[src/design/pafs_pkg.sv]
package pafs_pkg;

   // Register port geometry
   localparam int ADDR_W = 4;
   localparam int DATA_W = 16;
   localparam int P5_W = 8;
   localparam int PT9_W = 16;
   localparam int BYTE_W = 8;

   // Register offsets
   localparam logic [3:0] OFS_P5_LATCH = 4'h0;
   localparam logic [3:0] OFS_P5_DIR = 4'h1;
   localparam logic [3:0] OFS_P5_MODE = 4'h2;
   localparam logic [3:0] OFS_P5_FSEL = 4'h3;
   localparam logic [3:0] OFS_P5_LEVEL = 4'h4;
   localparam logic [3:0] OFS_PT9_LATCH = 4'h5;
   localparam logic [3:0] OFS_PT9_LATCH_HI = 4'h6;
   localparam logic [3:0] OFS_PT9_DIR = 4'h7;
   localparam logic [3:0] OFS_PT9_DIR_HI = 4'h8;
   localparam logic [3:0] OFS_PT9_MODE = 4'h9;
   localparam logic [3:0] OFS_PT9_MODE_HI = 4'ha;
   localparam logic [3:0] OFS_PT9_LEVEL = 4'hb;
   localparam logic [3:0] OFS_P5_SEQ_ERR = 4'hc;
   localparam logic [3:0] OFS_P5_UNDEF = 4'hd;

   // Port 5 pins that own a function-select bit
   localparam logic [7:0] P5_FSEL_MASK = 8'h38;

   // Values after reset
   localparam logic [7:0] RST_P5_LATCH = 8'h00;
   localparam logic [7:0] RST_P5_DIR = 8'hff;
   localparam logic [7:0] RST_P5_MODE = 8'h00;
   localparam logic [7:0] RST_P5_FSEL = 8'h00;
   localparam logic [15:0] RST_PT9_LATCH = 16'h0000;
   localparam logic [15:0] RST_PT9_DIR = 16'hffff;
   localparam logic [15:0] RST_PT9_MODE = 16'h0000;
   localparam logic [7:0] RST_SEQ_ERR = 8'h00;
   localparam logic [15:0] RST_RDATA = 16'h0000;

   // Register port request
   typedef struct packed {
      logic [3:0] addr;
      logic [15:0] wdata;
      logic we;
      logic re;
   } pafs_req_s;

   // Drive of one 16-bit group of pins
   typedef struct packed {
      logic [15:0] dout;
      logic [15:0] oe;
   } pafs_pin_s;

endpackage

[src/design/pafs_sync.sv]
`timescale 1ns/1ps
module pafs_sync
#(
   parameter int W = 16
)
(
   // Clock and reset
   input wire logic clk_i,
   input wire logic reset_n_i,
   // Asynchronous level in, synchronous level out
   input wire logic [W-1:0] async_i,
   output logic [W-1:0] sync_o
);
   import pafs_pkg::*;

   logic [W-1:0] meta_q;

   // First stage is read by the second stage only
   always_ff @(posedge clk_i)
   begin
      if (!reset_n_i)
      begin
         meta_q <= '0;
         sync_o <= '0;
      end
      else
      begin
         meta_q <= async_i;
         sync_o <= meta_q;
      end
   end

endmodule

[src/design/pafs_split_reg.sv]
`timescale 1ns/1ps
module pafs_split_reg
#(
   parameter logic [15:0] RST = 16'h0000
)
(
   // Clock and reset
   input wire logic clk_i,
   input wire logic reset_n_i,
   // Byte writes
   input wire logic lo_we_i,
   input wire logic hi_we_i,
   input wire logic [7:0] lo_d_i,
   input wire logic [7:0] hi_d_i,
   // Stored word
   output logic [15:0] q_o
);
   import pafs_pkg::*;

   // One store for both the word and its high alias
   always_ff @(posedge clk_i)
   begin
      if (!reset_n_i)
         q_o <= RST;
      else
      begin
         if (lo_we_i)
            q_o[7:0] <= lo_d_i;
         if (hi_we_i)
            q_o[15:8] <= hi_d_i;
      end
   end

endmodule

[src/design/pafs_top.sv]
`timescale 1ns/1ps
module pafs_top
(
   // Clock and reset
   input wire logic clk_i,
   input wire logic reset_n_i,
   // Register port
   input wire logic [pafs_pkg::ADDR_W-1:0] addr_i,
   input wire logic [pafs_pkg::DATA_W-1:0] wdata_i,
   input wire logic we_i,
   input wire logic re_i,
   output logic [pafs_pkg::DATA_W-1:0] rdata_o,
   // Port 5 peripheral side
   input wire logic [pafs_pkg::P5_W-1:0] p5_alt1_dout_i,
   input wire logic [pafs_pkg::P5_W-1:0] p5_alt1_oe_i,
   input wire logic [pafs_pkg::P5_W-1:0] p5_alt2_dout_i,
   input wire logic [pafs_pkg::P5_W-1:0] p5_alt2_oe_i,
   output logic [pafs_pkg::P5_W-1:0] p5_alt_din_o,
   // Port 9 peripheral side
   input wire logic [pafs_pkg::PT9_W-1:0] pt9_alt_dout_i,
   input wire logic [pafs_pkg::PT9_W-1:0] pt9_alt_oe_i,
   output logic [pafs_pkg::PT9_W-1:0] pt9_alt_din_o,
   // Port 5 pins
   input wire logic [pafs_pkg::P5_W-1:0] port5_pin_i,
   output logic [pafs_pkg::P5_W-1:0] port5_pin_o,
   output logic [pafs_pkg::P5_W-1:0] port5_pin_oe_o,
   // Port 9 pins
   input wire logic [pafs_pkg::PT9_W-1:0] port9_pin_i,
   output logic [pafs_pkg::PT9_W-1:0] port9_pin_o,
   output logic [pafs_pkg::PT9_W-1:0] port9_pin_oe_o
);
   import pafs_pkg::*;

   // Per-bit choice between peripheral and port latch or direction
   function automatic logic [15:0] pick
   (
      input logic [15:0] sel,
      input logic [15:0] alt,
      input logic [15:0] gpio
   );
      pick = (sel & alt) | (~sel & gpio);
   endfunction

   // Request bundle
   pafs_req_s req;

   assign req.addr = addr_i;
   assign req.wdata = wdata_i;
   assign req.we = we_i;
   assign req.re = re_i;

   // Write decode
   function automatic logic hit_wr
   (
      input pafs_req_s r,
      input logic [3:0] ofs
   );
      hit_wr = r.we && (r.addr == ofs);
   endfunction

   wire logic wr_p5_latch;
   wire logic wr_p5_dir;
   wire logic wr_p5_mode;
   wire logic wr_p5_fsel;
   wire logic wr_pt9_latch;
   wire logic wr_pt9_latch_hi;
   wire logic wr_pt9_dir;
   wire logic wr_pt9_dir_hi;
   wire logic wr_pt9_mode;
   wire logic wr_pt9_mode_hi;
   wire logic wr_seq_err;

   assign wr_p5_latch = hit_wr(req, OFS_P5_LATCH);
   assign wr_p5_dir = hit_wr(req, OFS_P5_DIR);
   assign wr_p5_mode = hit_wr(req, OFS_P5_MODE);
   assign wr_p5_fsel = hit_wr(req, OFS_P5_FSEL);
   assign wr_pt9_latch = hit_wr(req, OFS_PT9_LATCH);
   assign wr_pt9_latch_hi = hit_wr(req, OFS_PT9_LATCH_HI);
   assign wr_pt9_dir = hit_wr(req, OFS_PT9_DIR);
   assign wr_pt9_dir_hi = hit_wr(req, OFS_PT9_DIR_HI);
   assign wr_pt9_mode = hit_wr(req, OFS_PT9_MODE);
   assign wr_pt9_mode_hi = hit_wr(req, OFS_PT9_MODE_HI);
   assign wr_seq_err = hit_wr(req, OFS_P5_SEQ_ERR);

   // Port 5 registers
   logic [7:0] p5_latch_q;
   logic [7:0] p5_dir_q;
   logic [7:0] p5_mode_q;
   logic [7:0] p5_fsel_q;

   always_ff @(posedge clk_i)
   begin
      if (!reset_n_i)
      begin
         p5_latch_q <= RST_P5_LATCH;
         p5_dir_q <= RST_P5_DIR;
         p5_mode_q <= RST_P5_MODE;
         p5_fsel_q <= RST_P5_FSEL;
      end
      else
      begin
         if (wr_p5_latch)
            p5_latch_q <= req.wdata[7:0];
         if (wr_p5_dir)
            p5_dir_q <= req.wdata[7:0];
         if (wr_p5_mode)
            p5_mode_q <= req.wdata[7:0];
         // Only pins 3 to 5 have a select bit
         if (wr_p5_fsel)
            p5_fsel_q <= req.wdata[7:0] & P5_FSEL_MASK;
      end
   end

   // Mode bit raised while select still zero: wrong order
   wire logic [7:0] seq_err_set;
   wire logic [7:0] seq_err_clr;
   logic [7:0] seq_err_q;
   logic [7:0] seq_err_d;

   assign seq_err_set = {8{wr_p5_mode}} & req.wdata[7:0] & ~p5_mode_q
      & ~p5_fsel_q & P5_FSEL_MASK;
   assign seq_err_clr = {8{wr_seq_err}} & req.wdata[7:0];
   // Set wins over a clear in the same cycle
   assign seq_err_d = (seq_err_q & ~seq_err_clr) | seq_err_set;

   always_ff @(posedge clk_i)
   begin
      if (!reset_n_i)
         seq_err_q <= RST_SEQ_ERR;
      else
         seq_err_q <= seq_err_d;
   end

   // Port 9 registers: word and high alias share one store
   wire logic [15:0] pt9_latch;
   wire logic [15:0] pt9_dir;
   wire logic [15:0] pt9_mode;

   pafs_split_reg #(
      .RST(RST_PT9_LATCH)
   ) u_pt9_latch (
      .clk_i(clk_i),
      .reset_n_i(reset_n_i),
      .lo_we_i(wr_pt9_latch),
      .hi_we_i(wr_pt9_latch || wr_pt9_latch_hi),
      .lo_d_i(req.wdata[7:0]),
      .hi_d_i(wr_pt9_latch_hi ? req.wdata[7:0] : req.wdata[15:8]),
      .q_o(pt9_latch)
   );

   pafs_split_reg #(
      .RST(RST_PT9_DIR)
   ) u_pt9_dir (
      .clk_i(clk_i),
      .reset_n_i(reset_n_i),
      .lo_we_i(wr_pt9_dir),
      .hi_we_i(wr_pt9_dir || wr_pt9_dir_hi),
      .lo_d_i(req.wdata[7:0]),
      .hi_d_i(wr_pt9_dir_hi ? req.wdata[7:0] : req.wdata[15:8]),
      .q_o(pt9_dir)
   );

   pafs_split_reg #(
      .RST(RST_PT9_MODE)
   ) u_pt9_mode (
      .clk_i(clk_i),
      .reset_n_i(reset_n_i),
      .lo_we_i(wr_pt9_mode),
      .hi_we_i(wr_pt9_mode || wr_pt9_mode_hi),
      .lo_d_i(req.wdata[7:0]),
      .hi_d_i(wr_pt9_mode_hi ? req.wdata[7:0] : req.wdata[15:8]),
      .q_o(pt9_mode)
   );

   // Pin level synchronisers
   wire logic [7:0] p5_level;
   wire logic [15:0] pt9_level;

   pafs_sync #(
      .W(P5_W)
   ) u_p5_sync (
      .clk_i(clk_i),
      .reset_n_i(reset_n_i),
      .async_i(port5_pin_i),
      .sync_o(p5_level)
   );

   pafs_sync #(
      .W(PT9_W)
   ) u_pt9_sync (
      .clk_i(clk_i),
      .reset_n_i(reset_n_i),
      .async_i(port9_pin_i),
      .sync_o(pt9_level)
   );

   // Port 5 alternate source per pin
   wire logic [7:0] p5_undef;
   wire logic [7:0] p5_alt_dout;
   wire logic [7:0] p5_alt_oe;

   // Undefined case is made safe: pin released, driving zero
   assign p5_undef = p5_mode_q & ~p5_fsel_q & P5_FSEL_MASK;

   genvar g;
   generate
      for (g = 0; g < P5_W; g++)
      begin : g_p5_alt
         if (P5_FSEL_MASK[g])
         begin : g_sel
            assign p5_alt_dout[g] = p5_fsel_q[g] & p5_alt2_dout_i[g];
            assign p5_alt_oe[g] = p5_fsel_q[g] & p5_alt2_oe_i[g];
         end
         else
         begin : g_fixed
            assign p5_alt_dout[g] = p5_alt1_dout_i[g];
            assign p5_alt_oe[g] = p5_alt1_oe_i[g];
         end
      end
   endgenerate

   // Pin drive, direction bit high means input
   pafs_pin_s p5_drive;
   pafs_pin_s pt9_drive;

   assign p5_drive.dout = pick({8'h00, p5_mode_q}, {8'h00, p5_alt_dout},
      {8'h00, p5_latch_q});
   assign p5_drive.oe = pick({8'h00, p5_mode_q}, {8'h00, p5_alt_oe},
      {8'h00, ~p5_dir_q});
   assign pt9_drive.dout = pick(pt9_mode, pt9_alt_dout_i, pt9_latch);
   assign pt9_drive.oe = pick(pt9_mode, pt9_alt_oe_i, ~pt9_dir);

   always_ff @(posedge clk_i)
   begin
      if (!reset_n_i)
      begin
         port5_pin_o <= '0;
         port5_pin_oe_o <= '0;
         port9_pin_o <= '0;
         port9_pin_oe_o <= '0;
         p5_alt_din_o <= '0;
         pt9_alt_din_o <= '0;
      end
      else
      begin
         port5_pin_o <= p5_drive.dout[7:0];
         port5_pin_oe_o <= p5_drive.oe[7:0];
         port9_pin_o <= pt9_drive.dout;
         port9_pin_oe_o <= pt9_drive.oe;
         // Peripherals see the pin only in alternate mode
         p5_alt_din_o <= p5_level & p5_mode_q;
         pt9_alt_din_o <= pt9_level & pt9_mode;
      end
   end

   // Read multiplexer; unmapped offsets read zero
   logic [15:0] rd_mux;

   always_comb
   begin
      rd_mux = 16'h0000;
      unique case (req.addr)
         OFS_P5_LATCH: rd_mux = {8'h00, p5_latch_q};
         OFS_P5_DIR: rd_mux = {8'h00, p5_dir_q};
         OFS_P5_MODE: rd_mux = {8'h00, p5_mode_q};
         OFS_P5_FSEL: rd_mux = {8'h00, p5_fsel_q};
         OFS_P5_LEVEL: rd_mux = {8'h00, p5_level};
         OFS_PT9_LATCH: rd_mux = pt9_latch;
         OFS_PT9_LATCH_HI: rd_mux = {8'h00, pt9_latch[15:8]};
         OFS_PT9_DIR: rd_mux = pt9_dir;
         OFS_PT9_DIR_HI: rd_mux = {8'h00, pt9_dir[15:8]};
         OFS_PT9_MODE: rd_mux = pt9_mode;
         OFS_PT9_MODE_HI: rd_mux = {8'h00, pt9_mode[15:8]};
         OFS_PT9_LEVEL: rd_mux = pt9_level;
         OFS_P5_SEQ_ERR: rd_mux = {8'h00, seq_err_q};
         OFS_P5_UNDEF: rd_mux = {8'h00, p5_undef};
         default: rd_mux = 16'h0000;
      endcase
   end

   // Read data stand for one cycle only
   always_ff @(posedge clk_i)
   begin
      if (!reset_n_i)
         rdata_o <= RST_RDATA;
      else if (req.re)
         rdata_o <= rd_mux;
      else
         rdata_o <= RST_RDATA;
   end

endmodule

[config.mk]
export PLATFORM = sky130hd
export DESIGN_NAME = pafs_top
export DESIGN_NICKNAME = d
export VERILOG_FILES = /design/src/design/pafs_pkg.sv /design/src/design/pafs_sync.sv /design/src/design/pafs_split_reg.sv /design/src/design/pafs_top.sv
export SDC_FILE = /design/constraint.sdc
export NUM_CORES = 1
export LEC_CHECK = 0
export BUFFER_PORTS_ARGS = -buffer_cell sky130_fd_sc_hd__buf_4
export CELL_PAD_IN_SITES_DETAIL_PLACEMENT = 0
export CELL_PAD_IN_SITES_GLOBAL_PLACEMENT = 1
export CORE_ASPECT_RATIO = 0.7
export CORE_UTILIZATION = 41
export CTS_CLUSTER_DIAMETER = 40
export DETAILED_ROUTE_END_ITERATION = 10
export PLACE_DENSITY_LB_ADDON = 0.1
export SLEW_MARGIN = 5
export SYNTH_ARGS = -nofsm -noshare
export SYNTH_HDL_FRONTEND = slang
export SYNTH_HIERARCHICAL = 1
export SYNTH_SLANG_ARGS = --single-unit
[constraint.sdc]
create_clock -name clk_i -period 2 [get_ports clk_i]
set_input_delay 0.2 -clock clk_i [delete_from_list [all_inputs] [get_ports clk_i]]
set_output_delay 0.2 -clock clk_i [all_outputs]
set_load 0.1 [all_outputs]
==> out/summary.json, run 1 <==
{
  "row_count": 44,
  "cts-resized-gates": 0,
  "core_mm2": 0.0210,
  "drtPass1Iterations": 5,
  "die_span_x_um": 178,
  "numCtsBuffers": 27,
  "tightestPinTransition_ns": 0.541,
  "synth.avg_cell_area_um2": 10.3,
  "cts_hold_repair.buffers": 70,
  "synthesis.nets": 971,
  "hold_ws_ns": 0.0209,
  "rsz0062_at_grt": "no",
  "num_io_pins": 200,
  "largest_net_degree_at_the_start_of_global_routing": 115,
  "critical_path.slowest_cell": "sky130_fd_sc_hd__dfxtp_1",
  "nets": 1237,
  "final_min_period_over_clock_period_pct": 69.1,
  "dp.cells": 1302,
  "edff_count_synth": 0,
  "post-dp-hpwl_um": 18800,
  "yosysWarnings": 6,
  "timing.final.setup_violations": 0,
  "worst_r2r_startpoint": "p5_mode_q[1]$_SDFFE_PN0N_",
  "drt_iter0_markers": 556,
  "ys_ff_latch": 219,
  "num_vias": 7208,
  "achievable_clock_frequency_mhz": 724,
  "timing.final.hold_violations": 0,
  "maxSlewViolCount": 0,
  "worst-path-buf-inv": 0,
  "overflow": 0,
  "slew-limit-headroom_pct": 63.8,
  "reg2reg_setup_slack_ns": 0.62,
  "status": "completed",
  "dieArea_mm2": 0.0222,
  "whs_path_depth": 3,
  "relative_area_change_from_synthesis_to_final_layout_pct": 37.6,
  "fin_tns_setup_ns": 0,
  "grt_antenna_before_repair": 0,
  "seq_area_frac_synth_pct": 49.4,
  "cts-htree-levels": 1,
  "start_kind": "register",
  "prevailing_post_synth_register_cell": "sky130_fd_sc_hd__dfxtp_1",
  "crit_type": "reg -> reg",
  "gp_congestion": 0.884,
  "synth_async_sr_flop_share_pct": 0,
  "grt_first_pass_wirelength_um": 40700,
  "io_buffer_count": 183,
  "die_height_um": 125,
  "tritoncts": "yes",
  "cts.path.max_buffers": 3,
  "postSynthCellCount": 859,
  "first_global_vias": 6949,
  "wl_per_cell_um": 19.0,
  "cts_root_buf": "sky130_fd_sc_hd__clkbuf_16",
  "clkTransAtPathRegs_ns": 0.06,
  "via_per_inst": 5.08,
  "final-instance-count-excl-fill": 1420,
  "netlist-cell-type-count": 63,
  "antennaDiodeCount": 0,
  "synth_area_mm2": 0.00887,
  "crit-reg2reg-capture": "rdata_o[1]$_SDFF_PN0_",
  "leakage_nw": 5.19,
  "cp.depth": 4,
  "worstPathArrival_ns": 1.82,
  "number_of_buffers_added_for_setup_after_cts": 0,
  "reg2reg_depth": 4,
  "min_delay_worst_endpoint": "u_pt9_dir/q_o[5]$_SDFFE_PN1P_",
  "path_delay_family": "compound AO/OA/AOI/OAI gates",
  "class_of_the_worst_hold_path": "in -> reg",
  "groute.usage.overall_pct": 24.0,
  "timing.critical_path.fanout_max": 6,
  "min_from": "wdata_i[5]",
  "cell_by_cell_listing_of_the_critical_path": "nor4bb_1 -> a311oi_1 -> a32o_1 -> a21oi_1",
  "p_per_area_mw_per_mm2": 857,
  "worst_ep_required_time_ns": 2.44,
  "clock_insertion_delay_worst_skew_ns": 0.52,
  "drive_above_1_share_pct": 30.7,
  "peakVddDrop_mv": 0.565,
  "period_minus_slack_ns": 1.38,
  "finalWirelength_um": 27000,
  "cp-end-kind": "register",
  "drt.antenna.violating_nets": 0,
  "start_util_pct": 42.3,
  "drcViolationCount": 0,
  "critical-path-max-stage-delay_ns": 0.49,
  "cap_violations": 0,
  "worst_clock_skew_ns": 0.00911,
  "cts.sinks": 219
}
-- layout by cell type (no fill, tap or decap), types with 15 or more instances in the layout --
| cell type | count |
|---|---|
| sky130_fd_sc_hd__mux2_2 | 28 |
| sky130_fd_sc_hd__and3_1 | 30 |
| sky130_fd_sc_hd__o21ai_0 | 37 |
| sky130_fd_sc_hd__and2_1 | 31 |
| sky130_fd_sc_hd__nor2b_1 | 75 |
| sky130_fd_sc_hd__nand2_1 | 66 |
| sky130_fd_sc_hd__mux2i_1 | 103 |
| sky130_fd_sc_hd__clkbuf_16 | 27 |
| sky130_fd_sc_hd__and2_2 | 44 |
| sky130_fd_sc_hd__dfxtp_1 | 219 |
| sky130_fd_sc_hd__buf_4 | 218 |
| sky130_fd_sc_hd__nor2_1 | 15 |
| sky130_fd_sc_hd__dlygate4sd3_1 | 70 |
-- power by group --
part	leakage [nW]	switching, mW	total, mW	internal, mW
clock network	0.453	1.93	4.94	3.01
logic	2.95	0.539	1.01	0.468
registers	1.78	0.0670	4.52	4.46
total	5.19	2.53	10.5	7.93
-- sequential cells by signal, summed over array words and instances, names as in the netlist, 8 cells and up --
register,cells
port9_pin_o,16
port9_pin_oe_o,16
pt9_alt_din_o,16
rdata_o,16
u_pt9_dir/q_o,16
u_pt9_latch/q_o,16
u_pt9_mode/q_o,16
u_pt9_sync/meta_q,16
u_pt9_sync/sync_o,16
p5_alt_din_o,8
p5_dir_q,8
p5_latch_q,8
p5_mode_q,8
port5_pin_o,8
port5_pin_oe_o,8
seq_err_q,8
u_p5_sync/meta_q,8
u_p5_sync/sync_o,8
-- layer usage --
metal | vias up | part of all wire (%) | wire length, um | track usage, %
li1 | 3531 | - | - | -
met1 | 3408 | 49 | 13100 | 35.3
met2 | 232 | 44 | 11800 | 36.7
met3 | 37 | 5.9 | 1600 | 3.89
met4 | 0 | 1.6 | 439 | 4.78
met5 | - | 0 | 0 | 0
-- cells by family after synthesis --
| logic type | Yosys count | share of synthesized area (%) |
|---|---|---|
| multiplexers | 133 | 15.7 |
| AND/OR/NAND/NOR | 324 | 21.7 |
| AO/OA/AOI/OAI | 117 | 9.25 |
| buffers and inverters | 66 | 3.98 |
| flip-flops | 219 | 49.4 |
-- area by class of cell --
class,instances,area (um^2)
Sequential cell,219,4380
Clock inverter,15,193
Multi-Input combinational cell,574,4140
Inverter,13,48.8
Timing Repair Buffer,290,2380
Clock buffer,33,728
Tap cell,276,345
Fill cell,1846,8760
-- cells in the mapped netlist, types with 3 or more instances --
cell	n	share of area [%]
sky130_fd_sc_hd__mux2i_1	103	12
sky130_fd_sc_hd__nand3b_1	13	1.1
sky130_fd_sc_hd__a21boi_0	5	0.42
sky130_fd_sc_hd__a31oi_1	6	0.42
sky130_fd_sc_hd__and3_1	30	2.1
sky130_fd_sc_hd__buf_4	6	0.51
sky130_fd_sc_hd__o32ai_1	3	0.30
sky130_fd_sc_hd__buf_2	20	1.1
sky130_fd_sc_hd__or3b_1	3	0.30
sky130_fd_sc_hd__clkbuf_2	4	0.23
sky130_fd_sc_hd__a222oi_1	7	0.79
sky130_fd_sc_hd__nand2b_1	9	0.63
sky130_fd_sc_hd__inv_1	13	0.55
sky130_fd_sc_hd__dfxtp_1	219	49
sky130_fd_sc_hd__nor2b_1	75	5.3
sky130_fd_sc_hd__clkbuf_1	16	0.68
sky130_fd_sc_hd__buf_6	7	0.89
sky130_fd_sc_hd__nand2_1	66	2.8
sky130_fd_sc_hd__and2_2	44	3.7
sky130_fd_sc_hd__nand3_1	13	0.73
sky130_fd_sc_hd__nor3_1	3	0.17
sky130_fd_sc_hd__a32oi_1	4	0.39
sky130_fd_sc_hd__a22o_1	10	0.99
sky130_fd_sc_hd__or4_1	3	0.25
sky130_fd_sc_hd__mux2_2	28	3.6
sky130_fd_sc_hd__nor2_2	3	0.21
sky130_fd_sc_hd__and2_1	31	2.2
sky130_fd_sc_hd__a221oi_1	5	0.49
sky130_fd_sc_hd__nor2_4	3	0.38
sky130_fd_sc_hd__nor2_1	15	0.63
sky130_fd_sc_hd__o211ai_1	3	0.25
sky130_fd_sc_hd__o21ai_0	37	2.1
sky130_fd_sc_hd__a21oi_1	12	0.68
-- through the flow --
step                      instance area [um^2]  total power, mW  setup WS (ns)  util, %
after floorplan                           8870             5.14          0.486        -
after global placement                   10600             5.51          0.288     50.5
after detailed placement                 10600             5.51          0.255     50.5
after CTS                                12200             10.6          0.621     58.2
after global routing                     12200             10.8          0.542     58.2
final                                    12200             10.5          0.618     58.2
-- worst register-to-register path: stages, from the launching register on --
cell and delay, ns:
sky130_fd_sc_hd__dfxtp_1 0.49, sky130_fd_sc_hd__nor4bb_1 0.31, sky130_fd_sc_hd__a311oi_1 0.09, sky130_fd_sc_hd__a32o_1 0.25
sky130_fd_sc_hd__a21oi_1 0.17
-- worst max path at each step --
| stage | start | endpoint | slack, ns |
|---|---|---|---|
| after global placement | addr_i[0] | u_pt9_latch/q_o[9]$_SDFFE_PN0P_ | 0.29 |
| final | p5_mode_q[1]$_SDFFE_PN0N_ | rdata_o[1]$_SDFF_PN0_ | 0.62 |
| after global routing | p5_mode_q[1]$_SDFFE_PN0N_ | rdata_o[1]$_SDFF_PN0_ | 0.54 |
| after detailed placement | addr_i[0] | u_pt9_latch/q_o[13]$_SDFFE_PN0P_ | 0.25 |
| after floorplan | addr_i[3] | u_pt9_mode/q_o[10]$_SDFFE_PN0P_ | 0.49 |
| after CTS | pt9_alt_din_o[7]$_SDFF_PN0_ | pt9_alt_din_o[7] | 0.62 |
Power figures use the tool's default switching activity.
==> inputs of run 2 (changes only) <==
--- a/config.mk
+++ b/config.mk
@@ -5,11 +5,12 @@
 export SDC_FILE = /design/constraint.sdc
 export NUM_CORES = 1
 export LEC_CHECK = 0
+export ABC_AREA = 1
 export BUFFER_PORTS_ARGS = -buffer_cell sky130_fd_sc_hd__buf_4
 export CELL_PAD_IN_SITES_DETAIL_PLACEMENT = 0
 export CELL_PAD_IN_SITES_GLOBAL_PLACEMENT = 1
 export CORE_ASPECT_RATIO = 0.7
-export CORE_UTILIZATION = 41
+export CORE_UTILIZATION = 38
 export CTS_CLUSTER_DIAMETER = 40
 export DETAILED_ROUTE_END_ITERATION = 10
 export PLACE_DENSITY_LB_ADDON = 0.1
==> constraint.sdc (replaced) <==
create_clock -name clk_i -period 1.3 [get_ports clk_i]
set_input_delay 0.13 -clock clk_i [delete_from_list [all_inputs] [get_ports clk_i]]
set_output_delay 0.13 -clock clk_i [all_outputs]
set_load 0.1 [all_outputs]
==> run 2 against run 1 <==
Against the previous run:
- synthesized cell count rose by 43%
- sequential share of layout area shrank 1.9 points
- core utilization fell by 1.6 points
- via count is 18% higher
- final area grew 5.7%
- non-clock buffer count grew 46
==> out/summary.json, run 2 <==
{
  "class_of_the_worst_hold_path": {"value": "in -> reg", "change": "unchanged"},
  "gp_congestion": {"value": 0.844, "change": "was 0.884"},
  "finalWirelength": {"value": 27200, "unit": "um", "change": "was 27000 um"},
  "post-synth-top-area-cell": {"value": "sky130_fd_sc_hd__dfxtp_1", "change": "unchanged"},
  "reg2reg_setup_slack": {"value": 0.22, "unit": "ns", "change": "was 0.62 ns"},
  "worstPathArrival": {"value": 1.14, "unit": "ns", "change": "was 1.82 ns"},
  "synth_top_cell_area_share": {"value": 49.5, "unit": "%", "change": "was 49.4%"},
  "achievable_clock_frequency_mhz": 788,
  "clock_insertion_delay_worst_skew": {"value": 0.54, "unit": "ns", "change": "was 0.52 ns"},
  "io_buffer_count": {"value": 183, "change": "unchanged"},
  "worst_r2r_startpoint": {"value": "p5_mode_q[4]$_SDFFE_PN0N_", "change": "was p5_mode_q[1]$_SDFFE_PN0N_"},
  "relative_area_change_from_synthesis_to_final_layout": {"value": 45.6, "unit": "%", "change": "was 37.6%"},
  "reg2reg_depth": {"value": 8, "change": "was 4"},
  "min_delay_worst_endpoint": {"value": "rdata_o[6]$_SDFF_PN0_", "change": "was u_pt9_dir/q_o[5]$_SDFFE_PN1P_"},
  "drt_iter0_markers": {"value": 413, "change": "was 556"},
  "rsz0062_at_grt": {"value": "no", "change": "unchanged"},
  "drt.antenna.violating_nets": {"value": 0, "change": "unchanged"},
  "start_util": {"value": 38.9, "unit": "%", "change": "was 42.3%"},
  "dieArea": {"value": 0.0239, "unit": "mm^2", "change": "was 0.0222 mm^2"},
  "first_global_vias": {"value": 7987, "change": "was 6949"},
  "post-dp-hpwl": {"value": 19400, "unit": "um", "change": "was 18800 um"},
  "overflow": {"value": 0, "change": "unchanged"},
  "timing.critical_path.fanout_max": {"value": 1, "change": "was 6"},
  "p_per_area": {"value": 1330, "unit": "mW/mm^2", "change": "was 857 mW/mm^2"},
  "maxSlewViolCount": {"value": 0, "change": "unchanged"},
  "groute.usage.overall": {"value": 22.6, "unit": "%", "change": "was 24.0%"},
  "largest_net_degree_at_the_start_of_global_routing": {"value": 42, "change": "was 115"},
  "tightestPinTransition": {"value": 0.895, "unit": "ns", "change": "was 0.541 ns"},
  "peakVddDrop": {"value": 0.956, "unit": "mV", "change": "was 0.565 mV"},
  "nets": {"value": 1653, "change": "was 1237"},
  "number_of_buffers_added_for_setup_after_cts": {"value": 0, "change": "unchanged"},
  "worst_ep_required_time": {"value": 1.17, "unit": "ns", "change": "was 2.44 ns"},
  "final_min_period_over_clock_period_pct": 97.6,
  "edff_count_synth": {"value": 0, "change": "unchanged"},
  "die_height": {"value": 130, "unit": "um", "change": "was 125 um"},
  "final_area": {"value": 0.0129, "unit": "mm^2", "change": "was 0.0122 mm^2"},
  "worst_clock_skew": {"value": 0.00942, "unit": "ns", "change": "was 0.00911 ns"},
  "start_kind": {"value": "register", "change": "unchanged"},
  "tritoncts": {"value": "yes", "change": "unchanged"},
  "cts_root_buf": {"value": "sky130_fd_sc_hd__clkbuf_16", "change": "unchanged"},
  "via_per_inst": {"value": 4.55, "change": "was 5.08"},
  "num_vias": {"value": 8540, "change": "was 7208"},
  "critical_path.slowest_cell": {"value": "sky130_fd_sc_hd__dfxtp_1", "change": "unchanged"},
  "period_minus_slack_ns": 1.27,
  "postSynthCellCount": {"value": 1226, "change": "was 859"},
  "cts.sinks": {"value": 219, "change": "unchanged"},
  "status": {"value": "completed", "change": "unchanged"},
  "fin_total_pwr": {"value": 17.1, "unit": "mW", "change": "was 10.5 mW"},
  "most_common_library_cell_in_the_layout_ignoring_fill_and_taps": {"value": "sky130_fd_sc_hd__nand2_1", "change": "was sky130_fd_sc_hd__dfxtp_1"},
  "netlist_top_cells_area": {"value": "sky130_fd_sc_hd__dfxtp_1 49%, sky130_fd_sc_hd__nand2_1 14%, sky130_fd_sc_hd__nor2_1 8.1%", "change": "was sky130_fd_sc_hd__dfxtp_1 49%, sky130_fd_sc_hd__mux2i_1 12%, sky130_fd_sc_hd__nor2b_1 5.3%"},
  "cts.path.max_buffers": {"value": 3, "change": "unchanged"},
  "grt_antenna_before_repair": {"value": 0, "change": "unchanged"},
  "cts-htree-levels": {"value": 1, "change": "unchanged"},
  "row_count": {"value": 46, "change": "was 44"},
  "timing.final.hold_violations": {"value": 0, "change": "unchanged"},
  "slew-limit-headroom": {"value": 40.1, "unit": "%", "change": "was 63.8%"},
  "ys_ff_latch": {"value": 219, "change": "unchanged"},
  "synth_commonest_cells": {"value": "331 x sky130_fd_sc_hd__nand2_1, 219 x sky130_fd_sc_hd__dfxtp_1, 191 x sky130_fd_sc_hd__nor2_1", "change": "was 219 x sky130_fd_sc_hd__dfxtp_1, 103 x sky130_fd_sc_hd__mux2i_1, 75 x sky130_fd_sc_hd__nor2b_1"},
  "grt_first_pass_wirelength": {"value": 42200, "unit": "um", "change": "was 40700 um"},
  "drcViolationCount": {"value": 0, "change": "unchanged"},
  "numCtsBuffers": {"value": 30, "change": "was 27"},
  "top_library_cells_by_usage_in_the_layout_fill_and_taps_aside": {"value": "329 x sky130_fd_sc_hd__nand2_1, 217 x sky130_fd_sc_hd__dfxtp_1, 205 x sky130_fd_sc_hd__buf_4", "change": "was 219 x sky130_fd_sc_hd__dfxtp_1, 218 x sky130_fd_sc_hd__buf_4, 103 x sky130_fd_sc_hd__mux2i_1"},
  "seq_area_frac_synth": {"value": 49.5, "unit": "%", "change": "was 49.4%"},
  "prevailing_post_synth_register_cell": {"value": "sky130_fd_sc_hd__dfxtp_1", "change": "unchanged"},
  "die_span_x": {"value": 185, "unit": "um", "change": "was 178 um"},
  "synth_area": {"value": 0.00886, "unit": "mm^2", "change": "was 0.00887 mm^2"},
  "synthesis.nets": {"value": 1338, "change": "was 971"},
  "crit_type": {"value": "reg -> out", "change": "was reg -> reg"},
  "cell_by_cell_listing_of_the_critical_path": {"value": "buf_4", "change": "was nor4bb_1 -> a311oi_1 -> a32o_1 -> a21oi_1"},
  "min_from": {"value": "re_i", "change": "was wdata_i[5]"},
  "netlist-cell-type-count": {"value": 26, "change": "was 63"},
  "crit-reg2reg-capture": {"value": "rdata_o[4]$_SDFF_PN0_", "change": "was rdata_o[1]$_SDFF_PN0_"},
  "path_delay_family": {"value": "flip-flops", "change": "was compound AO/OA/AOI/OAI gates"},
  "drtPass1Iterations": {"value": 5, "change": "unchanged"},
  "critical-path-max-stage-delay": {"value": 0.32, "unit": "ns", "change": "was 0.49 ns"},
  "drive_above_1_share": {"value": 21.9, "unit": "%", "change": "was 30.7%"},
  "synth_async_sr_flop_share": {"value": 0, "unit": "%", "change": "unchanged"},
  "leakage": {"value": 6.34, "unit": "nW", "change": "was 5.19 nW"},
  "synth.avg_cell_area": {"value": 7.23, "unit": "um^2", "change": "was 10.3 um^2"},
  "core": {"value": 0.0228, "unit": "mm^2", "change": "was 0.0210 mm^2"},
  "whs_path_depth": {"value": 5, "change": "was 3"},
  "cap_violations": {"value": 0, "change": "unchanged"},
  "clkTransAtPathRegs": {"value": 0.06, "unit": "ns", "change": "about the same"},
  "worst-path-buf-inv": {"value": 1, "change": "was 0"},
  "cp-end-kind": {"value": "output port", "change": "was register"},
  "antennaDiodeCount": {"value": 0, "change": "unchanged"},
  "wl_per_cell": {"value": 14.5, "unit": "um", "change": "was 19.0 um"},
  "timing.final.setup_violations": {"value": 0, "change": "unchanged"},
  "num_io_pins": {"value": 200, "change": "unchanged"},
  "dpl-instance-area": {"value": 0.0109, "unit": "mm^2", "change": "was 0.0106 mm^2"},
  "yosysWarnings": {"value": 6, "change": "unchanged"},
  "post-synth-top-count-cell": {"value": "sky130_fd_sc_hd__nand2_1", "change": "was sky130_fd_sc_hd__dfxtp_1"}
}
-- run 2: cell count changes in the layout (fill, tap and decap cells not counted), sizes merged, moves of 19 or more --
cell         previous run  this run
nand2                  66       346
nor2                   21       196
inv                    15       152
mux2i                 103         0
nand3                  14        95
and2                   75         0
nor2b                  75         0
o21ai                  37        98
a21oi                  12        47
and3                   30         0
mux2                   28         0
buf                   220       247
dlygate4sd3            70        89
-- run 2: timing repair --
item	CTS	global route
resized for setup	15	22
hold buffers	89	0
endpoints found under the setup margin	9	22
pin swaps	0	0
hold endpoints to repair	120	0
-- run 2: final cells by class --
class	count	area, um^2
inverters	148	561
well taps	312	390
fillers	2235	9880
clock inverters	16	179
flip-flops and latches	219	4390
multi-input cells	806	3530
clock buffers	39	846
repair buffers	336	3020
-- run 2: worst max path at each step --
stage	startpoint	end	slack [ns]	cells after the start
6_report	pt9_alt_din_o[0]$_SDFF_PN0_	pt9_alt_din_o[0]	0.03	1
5_1_grt	port9_pin_o[14]$_SDFF_PN0_	port9_pin_o[14]	0.00005	1
4_1_cts	port9_pin_o[8]$_SDFF_PN0_	port9_pin_o[8]	0.007	1
3_5_place_dp	addr_i[3]	u_pt9_latch/q_o[15]$_SDFFE_PN0P_	-0.23	11
3_3_place_gp	addr_i[2]	u_pt9_mode/q_o[10]$_SDFFE_PN0P_	-0.19	11
2_1_floorplan	addr_i[3]	u_pt9_latch/q_o[13]$_SDFFE_PN0P_	0.0009	11
-- run 2: power breakdown --
part	internal, mW	total, mW	switching [mW]
registers	6.90	7.03	0.122
logic	0.760	1.89	1.13
clock network	5.04	8.22	3.17
-- run 2: routing by layer --
layer | share of wire, % | up-vias | global-route usage, %
li1 | - | 4441 | -
met1 | 49 | 3841 | 32.1
met2 | 44 | 223 | 36.1
met3 | 5.0 | 35 | 3.57
met4 | 1.6 | 0 | 4.80
met5 | 0 | - | 0
-- run 2: metrics by stage --
step / hold WS [ns] / setup slack, ns / utilization [%] / instances / TNS, ns
floorplan: 0.222 / 0.000905 / - / 1226 / 0
global placement: 0.314 / -0.186 / 47.6 / 1732 / -9.40
detailed placement: 0.314 / -0.230 / 47.6 / 1732 / -10.83
CTS: 0.0514 / 0.00737 / 56.3 / 1876 / 0
global route: 0.0823 / 0.0000488 / 56.6 / 1876 / 0
finish: 0.0605 / 0.0312 / 56.6 / 1876 / 0
-- run 2: cell families (layout without fill, tap and decap cells) --
logic type / Yosys count / after routing / share of synthesized area, %
AO/OA/AOI/OAI: 158 / 158 / 9.26
buffers and inverters: 201 / 539 / 11.0
flip-flops: 219 / 219 / 49.5
AND/OR/NAND/NOR: 648 / 648 / 30.3
